===== config.mk =====
export PLATFORM = sky130hd
export DESIGN_NAME = pirc_irq_reset
export DESIGN_NICKNAME = d
export VERILOG_FILES = /design/src/hw/pirc_irq_reset.v /design/src/hw/pirc_timer.v
export VERILOG_INCLUDE_DIRS = /design/src /design/src/hw
export SDC_FILE = /design/constraint.sdc
export NUM_CORES = 1
export LEC_CHECK = 0
export BUFFER_PORTS_ARGS = -buffer_cell sky130_fd_sc_hd__buf_2
export CAP_MARGIN = 20
export CORE_ASPECT_RATIO = 1.2
export CORE_MARGIN = 2
export CORE_UTILIZATION = 50
export CTS_CLUSTER_DIAMETER = 60
export DETAILED_ROUTE_END_ITERATION = 10
export PLACE_DENSITY = 0.7
export SLEW_MARGIN = 20
export SYNTH_ARGS = -nofsm -noshare
export SYNTH_HDL_FRONTEND = slang
export SYNTH_SLANG_ARGS = --single-unit

===== constraint.sdc =====
create_clock -name i_clk -period 4.2 [get_ports i_clk]
set_input_delay 0.63 -clock i_clk [delete_from_list [all_inputs] [get_ports i_clk]]
set_output_delay 0.63 -clock i_clk [all_outputs]
set_load 0.02 [all_outputs]

===== src/hw/pirc_defines.vh =====
// Behaviour
// - Interrupt pin low while enabled event pending
// - Mask register 30 gates flags in 29
// - Release pin when no enabled flag remains
// - Pin, power-on and soft reset clear whole mask register
// - Transmit buffer flags follow overflow/underflow condition
// - Negotiation-complete flag: rising set, falling/read clear
// - Remote fault flag: clears on falling, reads
// - Parallel fault, page flags: many clear causes
// - Energy bit starts 1, clears without energy
// - Energy found: set bit and energy flag
// - Energy lost: flag, bit clears 256 ms later
// - Energy flag fires 256 ms after loss
// - Two-bit depth field sets transmit buffer depth
// - Reset pin clears registers, relatches straps
// - Soft reset bit self-clears after 256 us
// - Soft reset spares exempt register bits
// - Soft reset never resamples straps or pins
// - Power-down exit resets without clearing registers
// - Power-down reset extended by 256 us
// - Clearing power-down bit ends general power-down
`ifndef PIRC_DEFINES_VH
`define PIRC_DEFINES_VH

`define PIRC_CLK_MHZ 100
`define PIRC_T_ENERGY_MS 256
`define PIRC_T_RSTX_US 256
`define PIRC_US_PER_MS 1000

// Register indices
`define PIRC_R_BCTRL 5'h00
`define PIRC_R_BSTAT 5'h01
`define PIRC_R_ANEXP 5'h06
`define PIRC_R_IDLE 5'h0a
`define PIRC_R_MODE 5'h11
`define PIRC_R_EXTMODE 5'h13
`define PIRC_R_FLAGS 5'h1d
`define PIRC_R_MASK 5'h1e
`define PIRC_RD_UNMAPPED 16'hffff

// Control, status, expansion and mode register bits
`define PIRC_B_SOFT_RESET 15
`define PIRC_B_POWER_DOWN 11
`define PIRC_B_AN_RESTART 9
`define PIRC_B_AN_CMP 5
`define PIRC_B_RFAULT 4
`define PIRC_B_LINK 2
`define PIRC_B_PDF 4
`define PIRC_B_PGRX 1
`define PIRC_B_ENERGY 1
`define PIRC_B_DEPTH_HI 10
`define PIRC_B_DEPTH_LO 9

// Flag positions in registers 29 and 30
`define PIRC_F_TXOVF 10
`define PIRC_F_TXUNF 9
`define PIRC_F_IDLE 8
`define PIRC_F_ENERGY 7
`define PIRC_F_ANCMP 6
`define PIRC_F_RFAULT 5
`define PIRC_F_LINKDN 4
`define PIRC_F_PDF 2
`define PIRC_F_PGRX 1
`define PIRC_FLAG_VALID 16'h07f6

`define PIRC_DEPTH_RST 2'h0
`define PIRC_TMR_W 26

`endif


===== src/hw/pirc_irq_reset.v =====
`timescale 1ns/1ns
`include "pirc_defines.vh"
module pirc_irq_reset #(
  parameter P_ENERGY_CYC = `PIRC_T_ENERGY_MS * `PIRC_US_PER_MS * `PIRC_CLK_MHZ,
  parameter P_RST_CYC = `PIRC_T_RSTX_US * `PIRC_CLK_MHZ
) (
  // Clock and reset
  input wire i_clk,
  input wire i_srst,
  // Reset pin, straps and configuration pins
  input wire i_hw_reset_in_n,
  input wire [1:0] i_strap,
  input wire [3:0] i_cfg_pin,
  // Register access
  input wire i_reg_wr,
  input wire i_reg_rd,
  input wire [4:0] i_reg_addr,
  input wire [15:0] i_reg_wdata,
  // Status from the transceiver core
  input wire i_an_complete,
  input wire i_remote_fault,
  input wire i_link_up,
  input wire i_par_det_fault,
  input wire i_page_rx,
  input wire i_an_past_detect,
  input wire [7:0] i_idle_err_cnt,
  input wire i_idle_err_ovf,
  input wire i_tx_ovf,
  input wire i_tx_unf,
  // Interrupt and register data
  output wire o_irq_n,
  output wire [15:0] o_reg_rdata,
  // Control toward the core
  output wire o_core_reset,
  output wire o_power_down,
  output wire o_an_restart,
  output wire [1:0] o_tx_fifo_depth,
  output wire o_energy_present,
  output wire [1:0] o_strap_lat,
  output wire [3:0] o_cfg_lat
);
  // Pin synchronisers
  reg [2:0] rst_pin_ff;
  reg hw_lvl_ff;
  reg [5:0] pin_s1_ff;
  reg [5:0] pin_s2_ff;
  reg [5:0] pin_s3_ff;
  reg rst_all_d_ff;
  reg [1:0] strap_lat_ff;
  reg [3:0] cfg_lat_ff;
  // Register state
  reg [15:0] flags_ff;
  reg [15:0] mask_ff;
  reg [1:0] depth_ff;
  reg pd_ff;
  reg sreset_busy_ff;
  reg rst_ext_ff;
  reg an_restart_ff;
  reg [4:0] st_prev_ff;
  reg ep_ff;
  reg ep_boot_ff;
  reg ep_drop_ff;
  reg irq_n_ff;
  reg [15:0] rdata_ff;
  reg core_reset_ff;
  // Combinational
  reg ep_present_nxt;
  reg [15:0] nxt_flags;
  reg [15:0] flag_set;
  reg [15:0] flag_clr;
  reg [15:0] rd_mux;
  wire rst_all;
  wire wr0;
  wire rd1;
  wire rd6;
  wire rd10;
  wire rd29;
  wire [4:0] st_now;
  wire [4:0] st_rise;
  wire [4:0] st_fall;
  wire energy_found;
  wire ep_fall;
  wire energy_lost_hit;
  wire energy_drop_hit;
  wire rst_ext_hit;
  wire sreset_go;
  wire pd_exit;

  // Reset pin: three stages, level changes when stages two and three agree
  always @(posedge i_clk)
  begin
    // Strap stages run through reset, so release sees real levels
    pin_s1_ff <= {i_strap, i_cfg_pin};
    pin_s2_ff <= pin_s1_ff;
    pin_s3_ff <= pin_s2_ff;
    if (i_srst)
    begin
      rst_pin_ff <= 3'h7;
      hw_lvl_ff <= 1'b1;
    end
    else
    begin
      rst_pin_ff <= {rst_pin_ff[1:0], i_hw_reset_in_n};
      if (rst_pin_ff[1] == rst_pin_ff[2])
        hw_lvl_ff <= rst_pin_ff[2];
    end
  end

  assign rst_all = i_srst | ~hw_lvl_ff;

  // only the release edge samples them
  always @(posedge i_clk)
  begin
    if (i_srst)
    begin
      rst_all_d_ff <= 1'b1;
      strap_lat_ff <= 2'h0;
      cfg_lat_ff <= 4'h0;
    end
    else
    begin
      rst_all_d_ff <= rst_all;
      if (rst_all_d_ff && !rst_all)
      begin
        strap_lat_ff <= pin_s3_ff[5:4];
        cfg_lat_ff <= pin_s3_ff[3:0];
      end
    end
  end

  // Access decode
  assign wr0 = i_reg_wr && (i_reg_addr == `PIRC_R_BCTRL);
  assign rd1 = i_reg_rd && (i_reg_addr == `PIRC_R_BSTAT);
  assign rd6 = i_reg_rd && (i_reg_addr == `PIRC_R_ANEXP);
  assign rd10 = i_reg_rd && (i_reg_addr == `PIRC_R_IDLE);
  assign rd29 = i_reg_rd && (i_reg_addr == `PIRC_R_FLAGS);
  // write of one starts soft reset
  assign sreset_go = wr0 && i_reg_wdata[`PIRC_B_SOFT_RESET];
  assign pd_exit = wr0 && pd_ff && !i_reg_wdata[`PIRC_B_POWER_DOWN];
  // Status edges: an complete, remote fault, link, parallel fault, page
  assign st_now = {i_an_complete, i_remote_fault, i_link_up, i_par_det_fault, i_page_rx};
  assign st_rise = st_now & ~st_prev_ff;
  assign st_fall = ~st_now & st_prev_ff;
  // valid link or negotiation beyond ability detect
  assign energy_found = i_link_up | i_an_past_detect;
  assign ep_fall = ep_ff && !ep_present_nxt;
  // loss measured from link drop or return to ability detect
  pirc_timer #(
    .P_CYC(P_ENERGY_CYC)
  ) u_energy_lost (
    .i_clk(i_clk),
    .i_srst(rst_all),
    .i_run(ep_ff && !ep_drop_ff && !energy_found),
    .o_hit(energy_lost_hit)
  );

  // bit clears a further 256 ms after the flag
  pirc_timer #(
    .P_CYC(P_ENERGY_CYC)
  ) u_energy_drop (
    .i_clk(i_clk),
    .i_srst(rst_all),
    .i_run(ep_drop_ff && !energy_found),
    .o_hit(energy_drop_hit)
  );

  pirc_timer #(
    .P_CYC(P_RST_CYC)
  ) u_rst_ext (
    .i_clk(i_clk),
    .i_srst(rst_all),
    .i_run(rst_ext_ff),
    .o_hit(rst_ext_hit)
  );

  // Next energy-present level, also used for the falling-edge clear
  always @*
  begin
    ep_present_nxt = ep_ff;
    if (!ep_ff && energy_found)
      ep_present_nxt = 1'b1;
    else if (ep_boot_ff && energy_lost_hit)
      ep_present_nxt = 1'b0;
    else if (energy_drop_hit)
      ep_present_nxt = 1'b0;
  end

  // Flag set and clear terms; set always beats clear
  always @*
  begin
    flag_set = 16'h0000;
    flag_clr = 16'h0000;
    flag_set[`PIRC_F_TXOVF] = i_tx_ovf;
    flag_clr[`PIRC_F_TXOVF] = ~i_tx_ovf;
    flag_set[`PIRC_F_TXUNF] = i_tx_unf;
    flag_clr[`PIRC_F_TXUNF] = ~i_tx_unf;
    flag_set[`PIRC_F_IDLE] = i_idle_err_ovf;
    flag_clr[`PIRC_F_IDLE] = rd10;
    flag_set[`PIRC_F_ENERGY] = (!ep_ff && energy_found) || (energy_lost_hit && !ep_boot_ff);
    flag_clr[`PIRC_F_ENERGY] = ep_fall | rd29;
    flag_set[`PIRC_F_ANCMP] = st_rise[4];
    flag_clr[`PIRC_F_ANCMP] = st_fall[4] | rd29;
    flag_set[`PIRC_F_RFAULT] = st_rise[3];
    flag_clr[`PIRC_F_RFAULT] = st_fall[3] | rd1 | rd29;
    flag_set[`PIRC_F_LINKDN] = st_fall[2];
    flag_clr[`PIRC_F_LINKDN] = rd1 | rd29;
    flag_set[`PIRC_F_PDF] = st_rise[1];
    flag_clr[`PIRC_F_PDF] = st_fall[1] | rd6 | rd29 | an_restart_ff | st_fall[2];
    flag_set[`PIRC_F_PGRX] = st_rise[0];
    flag_clr[`PIRC_F_PGRX] = st_fall[0] | rd6 | rd29 | an_restart_ff | st_fall[2];
    nxt_flags = ((flags_ff & ~flag_clr) | flag_set) & `PIRC_FLAG_VALID;
  end

  // Read data
  always @*
  begin
    rd_mux = 16'h0000;
    case (i_reg_addr)
      `PIRC_R_BCTRL:
      begin
        rd_mux[`PIRC_B_SOFT_RESET] = sreset_busy_ff;
        rd_mux[`PIRC_B_POWER_DOWN] = pd_ff;
      end
      `PIRC_R_BSTAT:
      begin
        rd_mux[`PIRC_B_AN_CMP] = i_an_complete;
        rd_mux[`PIRC_B_RFAULT] = i_remote_fault;
        rd_mux[`PIRC_B_LINK] = i_link_up;
      end
      `PIRC_R_ANEXP:
      begin
        rd_mux[`PIRC_B_PDF] = i_par_det_fault;
        rd_mux[`PIRC_B_PGRX] = i_page_rx;
      end
      `PIRC_R_IDLE: rd_mux = {8'h00, i_idle_err_cnt};
      `PIRC_R_MODE: rd_mux[`PIRC_B_ENERGY] = ep_ff;
      `PIRC_R_EXTMODE: rd_mux[`PIRC_B_DEPTH_HI:`PIRC_B_DEPTH_LO] = depth_ff;
      `PIRC_R_FLAGS: rd_mux = flags_ff;
      `PIRC_R_MASK: rd_mux = mask_ff;
      default: rd_mux = `PIRC_RD_UNMAPPED;
    endcase
  end

  // Register file and reset sequencing
  always @(posedge i_clk)
  begin
    if (rst_all)
    begin
      flags_ff <= 16'h0000;
      // mask clear after pin or power-on reset
      mask_ff <= 16'h0000;
      depth_ff <= `PIRC_DEPTH_RST;
      pd_ff <= 1'b0;
      sreset_busy_ff <= 1'b0;
      rst_ext_ff <= 1'b0;
      an_restart_ff <= 1'b0;
      st_prev_ff <= 5'h00;
      // energy bit reads one after reset
      ep_ff <= 1'b1;
      ep_boot_ff <= 1'b1;
      ep_drop_ff <= 1'b0;
      rdata_ff <= 16'h0000;
      irq_n_ff <= 1'b1;
      core_reset_ff <= 1'b1;
    end
    else
    begin
      st_prev_ff <= st_now;
      flags_ff <= nxt_flags;
      an_restart_ff <= wr0 && i_reg_wdata[`PIRC_B_AN_RESTART];
      if (i_reg_rd)
        rdata_ff <= rd_mux;
      // boot window ends on energy or timeout
      ep_ff <= ep_present_nxt;
      if (energy_found || energy_lost_hit)
        ep_boot_ff <= 1'b0;
      if (energy_lost_hit && !ep_boot_ff)
        ep_drop_ff <= 1'b1;
      else if (energy_drop_hit || energy_found)
        ep_drop_ff <= 1'b0;
      // software enables sources, reserved bits held zero
      if (i_reg_wr && i_reg_addr == `PIRC_R_MASK)
        mask_ff <= i_reg_wdata & `PIRC_FLAG_VALID;
      if (i_reg_wr && i_reg_addr == `PIRC_R_EXTMODE)
        depth_ff <= i_reg_wdata[`PIRC_B_DEPTH_HI:`PIRC_B_DEPTH_LO];
      if (wr0)
        pd_ff <= i_reg_wdata[`PIRC_B_POWER_DOWN];
      if (pd_exit)
        rst_ext_ff <= 1'b1;
      if (sreset_go)
      begin
        sreset_busy_ff <= 1'b1;
        rst_ext_ff <= 1'b1;
        // depth field exempt, logic state cleared
        flags_ff <= 16'h0000;
        mask_ff <= 16'h0000;
        pd_ff <= 1'b0;
      end
      else if (rst_ext_hit)
      begin
        sreset_busy_ff <= 1'b0;
        rst_ext_ff <= 1'b0;
      end
      // pin low while enabled flag pending
      irq_n_ff <= ~|(nxt_flags & mask_ff);
      core_reset_ff <= pd_ff | rst_ext_ff;
    end
  end

  assign o_irq_n = irq_n_ff;
  assign o_reg_rdata = rdata_ff;
  assign o_core_reset = core_reset_ff;
  assign o_power_down = pd_ff;
  assign o_an_restart = an_restart_ff;
  assign o_tx_fifo_depth = depth_ff;
  assign o_energy_present = ep_ff;
  assign o_strap_lat = strap_lat_ff;
  assign o_cfg_lat = cfg_lat_ff;
endmodule // pirc_irq_reset


===== src/hw/pirc_timer.v =====
`timescale 1ns/1ns
`include "pirc_defines.vh"
module pirc_timer #(
  parameter P_CYC = `PIRC_T_RSTX_US * `PIRC_CLK_MHZ
) (
  // Clock and reset
  input wire i_clk,
  input wire i_srst,
  // Count while high, restart when low
  input wire i_run,
  // One-cycle pulse after P_CYC running cycles
  output wire o_hit
);
  localparam integer LIM_I = P_CYC - 1;
  localparam [`PIRC_TMR_W-1:0] LIM_M1 = LIM_I[`PIRC_TMR_W-1:0];
  reg [`PIRC_TMR_W-1:0] cnt_ff;
  reg done_ff;

  // Saturates so a long run gives a single pulse
  always @(posedge i_clk)
  begin
    if (i_srst || !i_run)
    begin
      cnt_ff <= {`PIRC_TMR_W{1'b0}};
      done_ff <= 1'b0;
    end
    else if (!done_ff)
    begin
      if (cnt_ff == LIM_M1)
        done_ff <= 1'b1;
      else
        cnt_ff <= cnt_ff + 1'b1;
    end
  end

  assign o_hit = i_run && !done_ff && (cnt_ff == LIM_M1);
endmodule // pirc_timer


==> summary.md, run 1 <==
| Metric | Value |
|---|---|
| Critical Path Sink | `ep_drop_ff` |
| R2R Setup Slk | `1.79 ns` |
| Number of synthesized register bits | `158` |
| Core area | `13700 um2` |
| Area Growth Syn to Fin | `15.1%` |
| Post-route ant nets | `0` |
| Pwr dens | `405 nW/um2` |
| HP Class | `in -> reg` |
| Clk slew on worst S/H paths | `0.07 ns` |
| Layout Utilization | `58.6%` |
| Multiplexer share of the synthesized area | `0.431%` |
| Count of hold-fix buffers inserted at cts | `0` |
| Share of cells above drive strength 1 | `14.6%` |
| Unrepaired setup endpoints after global routing | `false` |
| Lkg Pwr | `2.78 nW` |
| Simple-gate area share of the yosys netlist | `between 20 and 30%` |
| Post-synthesis xor/xnor area fraction | `5.65%` |
| Slew @ Worst Pin | `1.04 ns` |
| Main combinational cell family by area after synthesis | `simple AND/OR/NAND/NOR gates` |
| CTS H-Tree Depth | `4` |
| DR pass1 iterations | `5` |
| Max FO, Critical Path | `28` |
| Max_cap viols | `0` |
| GRT overflow | `0` |
| Commonest non-fill, non-tap cell in the layout | `dfxtp_1` |
| Most frequent cells in the layout | `dfxtp_1 (158), buf_2 (72), nor2_1 (67)` |
| Post-CTS Setup Bufs | `0` |
| Num rows | `47` |
| GP Congestion | `0.877` |
| CTS resizes | `0` |
| Synth Warn # | `0` |
| Slew HR | `between 30% and 40%` |
| Final Max Slew Viols | `0` |
| Number of global-route vias before repair | `5917` |
| Total area of multi-input combinational cells | `3570 um2` |
| I/O Buffers | `just over 70` |
| EDFF count, synth | `0` |
| First element of the critical path | `hw_lvl_ff` |
| Hold slack | `0.296 ns` |
| Die height | `133 um` |
| Max Fclk | `just over 400 MHz` |
| Syn Inst Count | `~800` |
| TritonCTS Buffers | `17` |
| Sequential Area | `~3200 um2` |
| Largest net degree at the start of global routing | `29` |
| CTS Buffer Depth | `2` |
| Layout Nets | `908` |
| Cell variety after synth | `68` |
| Period minus WS final | `2.41 ns` |
| Final period utilization | `57.4%` |
| WP data required | `4.53 ns` |
| Cell depth of the worst flop-to-flop path | `4` |
| TritonCTS sink count | `158` |
| Register area share after synthesis | `45.4%` |
| Critical path arrival | `2.74 ns` |
| Layout fillers | `1207` |
| HPWL after DPL | `11400 um` |
| R2r endpoint | `ep_drop_ff` |
| Vias | `6202` |
| Clock Latency Late Sink | `between 0.4 and 0.5 ns` |
| Synth Flop Type | `dfxtp_1` |
| First-pass GRT wire length | `around 27000 um` |
| Initial Util | `50.9%` |
| Routed wire per std cell | `roughly 16 um` |
| Die Wd | `112 um` |
| DRC | `0` |
| Final Setup Violations | `0` |
| Initial antenna violation count | `0` |
| Via/cell ratio | `5.96` |
| Synthesized net count | `about 850` |
| Startpoint Class | `flop` |
| CP endpoint kind | `flop` |
| Placed Area | `7410 um2` |
| Design Power | `3.25 mW` |
| Reg-to-Reg Start | `hw_lvl_ff` |
| Setup tns final | `0 ns` |
| Netlist Area Pre-Place | `6970 um2` |
| ANT cells | `0` |
| Crit path kind | `reg -> reg` |
| Total GRT Usage | `21.8%` |
| Final WL | `16400 um` |
| Ys async rst share | `0%` |
| Die ar. | `14900 um2` |
| Max VDD drop | `297 uV` |
| DRT iter0 DRCs | `a little over 400` |
| Synth Area in Compound Gates | `17.1%` |
| Synth Area in Adders | `0.538%` |
| Status | `complete, no violations` |
| Post-route cell area | `8030 um2` |
| CTS tree | `built` |
| Setup Skew | `roughly 0.0096 ns` |
| Root Driver | `clkbuf_16` |
| Ports | `78` |
| Mapped Avg Cell Area | `8.71 um2` |
| Final hold vios | `0` |
[per-layer routing]
layer,vias to the layer above,part of all wire [%],GRT usage [%],routed length [um]
met5,-,0,0,0
met4,0,1.4,8.16,233
met3,22,3.8,5.10,618
met2,133,51,38.6,8440
met1,2983,43,25.8,7110
li1,3064,-,-,-
[area by class of cell]
| type | instances | share of cell area (%) |
|---|---|---|
| multi-input cells | 584 | 44.5 |
| flip-flops and latches | 158 | 39.4 |
| clock buffers | 17 | 5.30 |
| repair buffers | 75 | 4.82 |
| well taps | 171 | 2.67 |
| clock inverters | 15 | 2.35 |
| inverters | 20 | 0.935 |
[sequential cells by signal (all words and copies together), names as in the netlist, 2 cells and up]
name	count
st_prev_ff	5
u_energy_drop.cnt_ff	26
mask_ff	9
rst_pin_ff	3
pin_s1_ff	6
o_reg_rdata	14
pin_s3_ff	6
flags_ff	9
pin_s2_ff	6
o_tx_fifo_depth	2
u_rst_ext.cnt_ff	26
u_energy_lost.cnt_ff	26
o_strap_lat	2
o_cfg_lat	4
[synth_stat cells, types with 3 or more instances]
cell type  instances  share of area [%]
a21o_1             3               0.32
and3_1            21                1.9
inv_1             20                1.1
and4_1            13                1.6
nand4b_1           3               0.38
ha_1               3               0.54
or3_1             22                2.0
nand4_1           21                1.9
nand3b_1           6               0.65
and2_1            11               0.99
o311ai_0           3               0.38
nor2b_1            3               0.27
o21ai_0           34                2.4
mux2i_1            3               0.43
a21oi_1           64                4.6
dfxtp_1          158                 45
o211ai_1           7               0.75
xor2_1            20                2.5
or4_1             11                1.2
nor4_1            13                1.2
o31ai_1           14                1.5
nand2_1           66                3.6
clkbuf_1          27                1.5
nand2b_1           5               0.45
nor4b_1            5               0.63
a31oi_1           10               0.90
or2_2              7               0.63
a31o_2             3               0.38
nand3_1           50                3.6
buf_2              7               0.50
nor2_1            67                3.6
nor3_1             9               0.65
xnor2_1           25                3.1
a211oi_1          11                1.2
a22oi_1           10                1.1
a32oi_1            4               0.50
[stage by stage]
| step | worst slack (ns) | std cells |
|---|---|---|
| 6_report | 1.79 | 1040 |
| 5_1_grt | 1.54 | 1040 |
| 4_1_cts | 1.72 | 1040 |
| 3_5_place_dp | 1.49 | 1008 |
| 3_3_place_gp | 1.53 | 1007 |
| 2_1_floorplan | 2.03 | 801 |
[worst max-delay path, stage by stage (launching register included)]
cell	delay (ns)
dfxtp_1	0.49
nor2b_2	0.49
nand3_1	0.84
nand2b_1	0.42
o31ai_1	0.08
[how the worst min path moves through the flow]
stage	start	end	slack, ns	cells after the start
final	i_cfg_pin[0]	pin_s1_ff[0]	0.30	1
after global routing	i_cfg_pin[0]	pin_s1_ff[0]	0.28	1
after CTS	i_cfg_pin[0]	pin_s1_ff[0]	0.28	1
after detailed placement	pin_s1_ff[2]	pin_s2_ff[2]	0.31	0
after global placement	pin_s2_ff[2]	pin_s3_ff[2]	0.31	0
after floorplan	pin_s1_ff[0]	pin_s2_ff[0]	0.31	0
[cell families after synthesis]
| family | after synthesis |
|---|---|
| simple gates | 347 |
| compound gates | 186 |
| flops | 158 |
| buf+inv | 59 |
| xor+xnor | 45 |
| mux | 3 |
| fa+ha+maj | 3 |
[power by group]
group | internal, mW | switching (mW)
Combinational | 0.0534 | 0.0941
Sequential | 1.53 | 0.0162
Clock | 0.812 | 0.739
Total | 2.40 | 0.849
Note: power is estimated with default switching activity, not from simulation.
==> run 2, diff against run 1 <==
==> constraint.sdc (replaced) <==
create_clock -name i_clk -period 2.5 [get_ports i_clk]
set_input_delay 0.375 -clock i_clk [delete_from_list [all_inputs] [get_ports i_clk]]
set_output_delay 0.375 -clock i_clk [all_outputs]
set_load 0.02 [all_outputs]
==> run 2 against run 1 <==
- first-iteration DRC count is 12% higher
- register-to-register slack worse by 1.5 ns
- worst hold slack worse by 0.26 ns
- global-route usage hardly changed
==> summary.md, run 2 (synthesis results as in run 1) <==
| Metric | Value |
|---|---|
| Finished Layout Cells | `1051 (was 1040)` |
| Initial Util | `50.9% (unchanged)` |
| Slew HR | `57.8% (was 30.7%)` |
| GR Util met3 | `5.37% (was 5.10%)` |
| Final hold vios | `0 (unchanged)` |
| CP max stage cell | `and4_1 (was nand3_1)` |
| Most frequent cells in the layout | `dfxtp_1 (158), buf_2 (72), nor2_1 (67) (unchanged)` |
| HP Class | `in -> reg (unchanged)` |
| CTS resizes | `0 (unchanged)` |
| Area Growth Syn to Fin | `15.9% (was 15.1%)` |
| DRT iter0 DRCs | `455 (was 407)` |
| Layout fillers | `1229 (was 1207)` |
| Critical Path Sink | `o_energy_present (was ep_drop_ff)` |
| Number of global-route vias before repair | `5968 (was 5917)` |
| Period minus WS final | `2.17 ns (was 2.41 ns)` |
| Num rows | `47 (unchanged)` |
| CTS Buffer Depth | `2 (unchanged)` |
| Commonest non-fill, non-tap cell in the layout | `dfxtp_1 (unchanged)` |
| Slowest stage delay, CP | `0.65 ns (was 0.84 ns)` |
| Startpoint Class | `flop (unchanged)` |
| Root Driver | `clkbuf_16 (unchanged)` |
| Die ar. | `14900 um2 (unchanged)` |
| Setup WS post-layout | `0.334 ns (was 1.79 ns)` |
| Share of cells above drive strength 1 | `15.6% (was 14.6%)` |
| Crit path kind | `reg -> reg (unchanged)` |
| I/O Buffers | `72 (unchanged)` |
| Die height | `133 um (unchanged)` |
| Setup tns final | `0 ns (unchanged)` |
| Cell depth of the worst flop-to-flop path | `5 (was 4)` |
| Vias | `6266 (was 6202)` |
| Placed Cells | `1019 (was 1008)` |
| Post-route ant nets | `0 (unchanged)` |
| GRT overflow | `0 (unchanged)` |
| Clk slew on worst S/H paths | `0.07 ns (about the same)` |
| Total GRT Usage | `21.8% (about the same)` |
| Unrepaired setup endpoints after global routing | `false (unchanged)` |
| ANT cells | `0 (unchanged)` |
| Final Setup Violations | `0 (unchanged)` |
| Design Power | `5.40 mW (was 3.25 mW)` |
| DRC | `0 (unchanged)` |
| Clock Latency Late Sink | `0.43 ns (about the same)` |
| Final Max Slew Viols | `0 (unchanged)` |
| Count of hold-fix buffers inserted at cts | `0 (unchanged)` |
| WP data required | `2.80 ns (was 4.53 ns)` |
| First element of the critical path | `u_energy_lost.cnt_ff[21] (was hw_lvl_ff)` |
| GP Congestion | `0.857 (was 0.877)` |
| Core area | `13700 um2 (unchanged)` |
| Status | `complete, no violations (unchanged)` |
| GR peak layer | `met2 (unchanged)` |
| Reg-to-Reg Start | `u_energy_lost.cnt_ff[21] (was hw_lvl_ff)` |
| DR pass1 iterations | `5 (unchanged)` |
| TritonCTS sink count | `158 (unchanged)` |
| Max Fclk | `462 MHz (was 415 MHz)` |
| Layout Nets | `919 (was 908)` |
| First-pass GRT wire length | `27300 um (about the same)` |
| Regs by FF count | `u_energy_drop.cnt_ff x26, u_energy_lost.cnt_ff x26, u_rst_ext.cnt_ff x26 (unchanged)` |
| Routed wire per std cell | `15.5 um (was 15.8 um)` |
| Setup Skew | `0.00527 ns (was 0.00957 ns)` |
| Max VDD drop | `657 uV (was 297 uV)` |
| Worst slack at placement | `0.360 ns (was 1.49 ns)` |
| Pwr dens | `668 nW/um2 (was 405 nW/um2)` |
| CTS tree | `built (unchanged)` |
| Final WL | `16300 um (was 16400 um)` |
| HPWL after DPL | `11300 um (was 11400 um)` |
| Via/cell ratio | `5.96 (about the same)` |
| Critical path arrival | `2.46 ns (was 2.74 ns)` |
| R2r endpoint | `o_energy_present (was ep_drop_ff)` |
| Final period utilization | `86.7% (was 57.4%)` |
| R2R Setup Slk | `0.33 ns (was 1.79 ns)` |
| Ports | `78 (unchanged)` |
| Cell mode on critical path | `o211ai_1` |
| Slew @ Worst Pin | `0.629 ns (was 1.04 ns)` |
| CP endpoint kind | `flop (unchanged)` |
| Lkg Pwr | `2.82 nW (was 2.78 nW)` |
| Die Wd | `112 um (unchanged)` |
| Post-CTS Setup Bufs | `0 (unchanged)` |
| Max_cap viols | `0 (unchanged)` |
| TritonCTS Buffers | `17 (unchanged)` |
| Worst-path cell chain | `nor4_1, and4_1, nand2_1, o211ai_1, o211ai_1 (was nor2b_2, nand3_1, nand2b_1, o31ai_1)` |
| Met1 Usage GRT | `26.6% (was 25.8%)` |
| Met2 global-route usage | `37.6% (was 38.6%)` |
| Largest net degree at the start of global routing | `29 (unchanged)` |
| Max FO, Critical Path | `16 (was 28)` |
| Initial antenna violation count | `0 (unchanged)` |
| CTS H-Tree Depth | `4 (unchanged)` |
==> run 2: metrics by stage <==
stage,hold slack (ns),util [%],cell area (um2)
after floorplan,0.310,-,6970
after global placement,0.311,54.6,7490
after detailed placement,0.312,54.6,7490
after CTS,0.0247,59.0,8080
after global routing,0.0224,59.0,8080
final,0.0400,59.0,8080
==> run 2: worst min path at each step <==
stage                             from            to  slack, ns  cells past startpoint
final                     i_cfg_pin[0]  pin_s1_ff[0]       0.04                      1
after global routing      i_cfg_pin[0]  pin_s1_ff[0]       0.02                      1
after CTS                 i_cfg_pin[0]  pin_s1_ff[0]       0.02                      1
after detailed placement  pin_s1_ff[0]  pin_s2_ff[0]       0.31                      0
after global placement    pin_s2_ff[2]  pin_s3_ff[2]       0.31                      0
after floorplan           pin_s1_ff[0]  pin_s2_ff[0]       0.31                      0
==> run 2: metal layers <==
layer  vias to the layer above  share of wire (%)
met5                         -                  0
met4                         0                1.5
met3                        28                4.3
met2                       157                 51
met1                      2995                 44
li1                       3086                  -
==> run 2: worst max-delay path, delay by kind of cell (launching register included) <==
kind,cells,cell delay [ns]
DFF,1,0.37
and+or+nand+nor,3,1.32
AOI/OAI and AO/OA,2,0.34
==> run 2: area by class of cell <==
| type | count | area [um2] | area share, % |
|---|---|---|---|
| clock buffers | 17 | 425 | 5.26 |
| clock inverters | 15 | 169 | 2.09 |
| inverters | 20 | 75.1 | 0.929 |
| multi-input cells | 584 | 3570 | 44.2 |
| flip-flops and latches | 158 | 3160 | 39.1 |
| well taps | 171 | 214 | 2.65 |
| repair buffers | 86 | 465 | 5.76 |
==> run 2: power breakdown <==
group | switching, mW | internal [mW] | leakage (nW) | total, mW
logic | 0.160 | 0.0925 | 1.25 | 0.253
registers | 0.0285 | 2.58 | 1.29 | 2.61
clock network | 1.20 | 1.34 | 0.284 | 2.54
total | 1.39 | 4.01 | 2.82 | 5.40
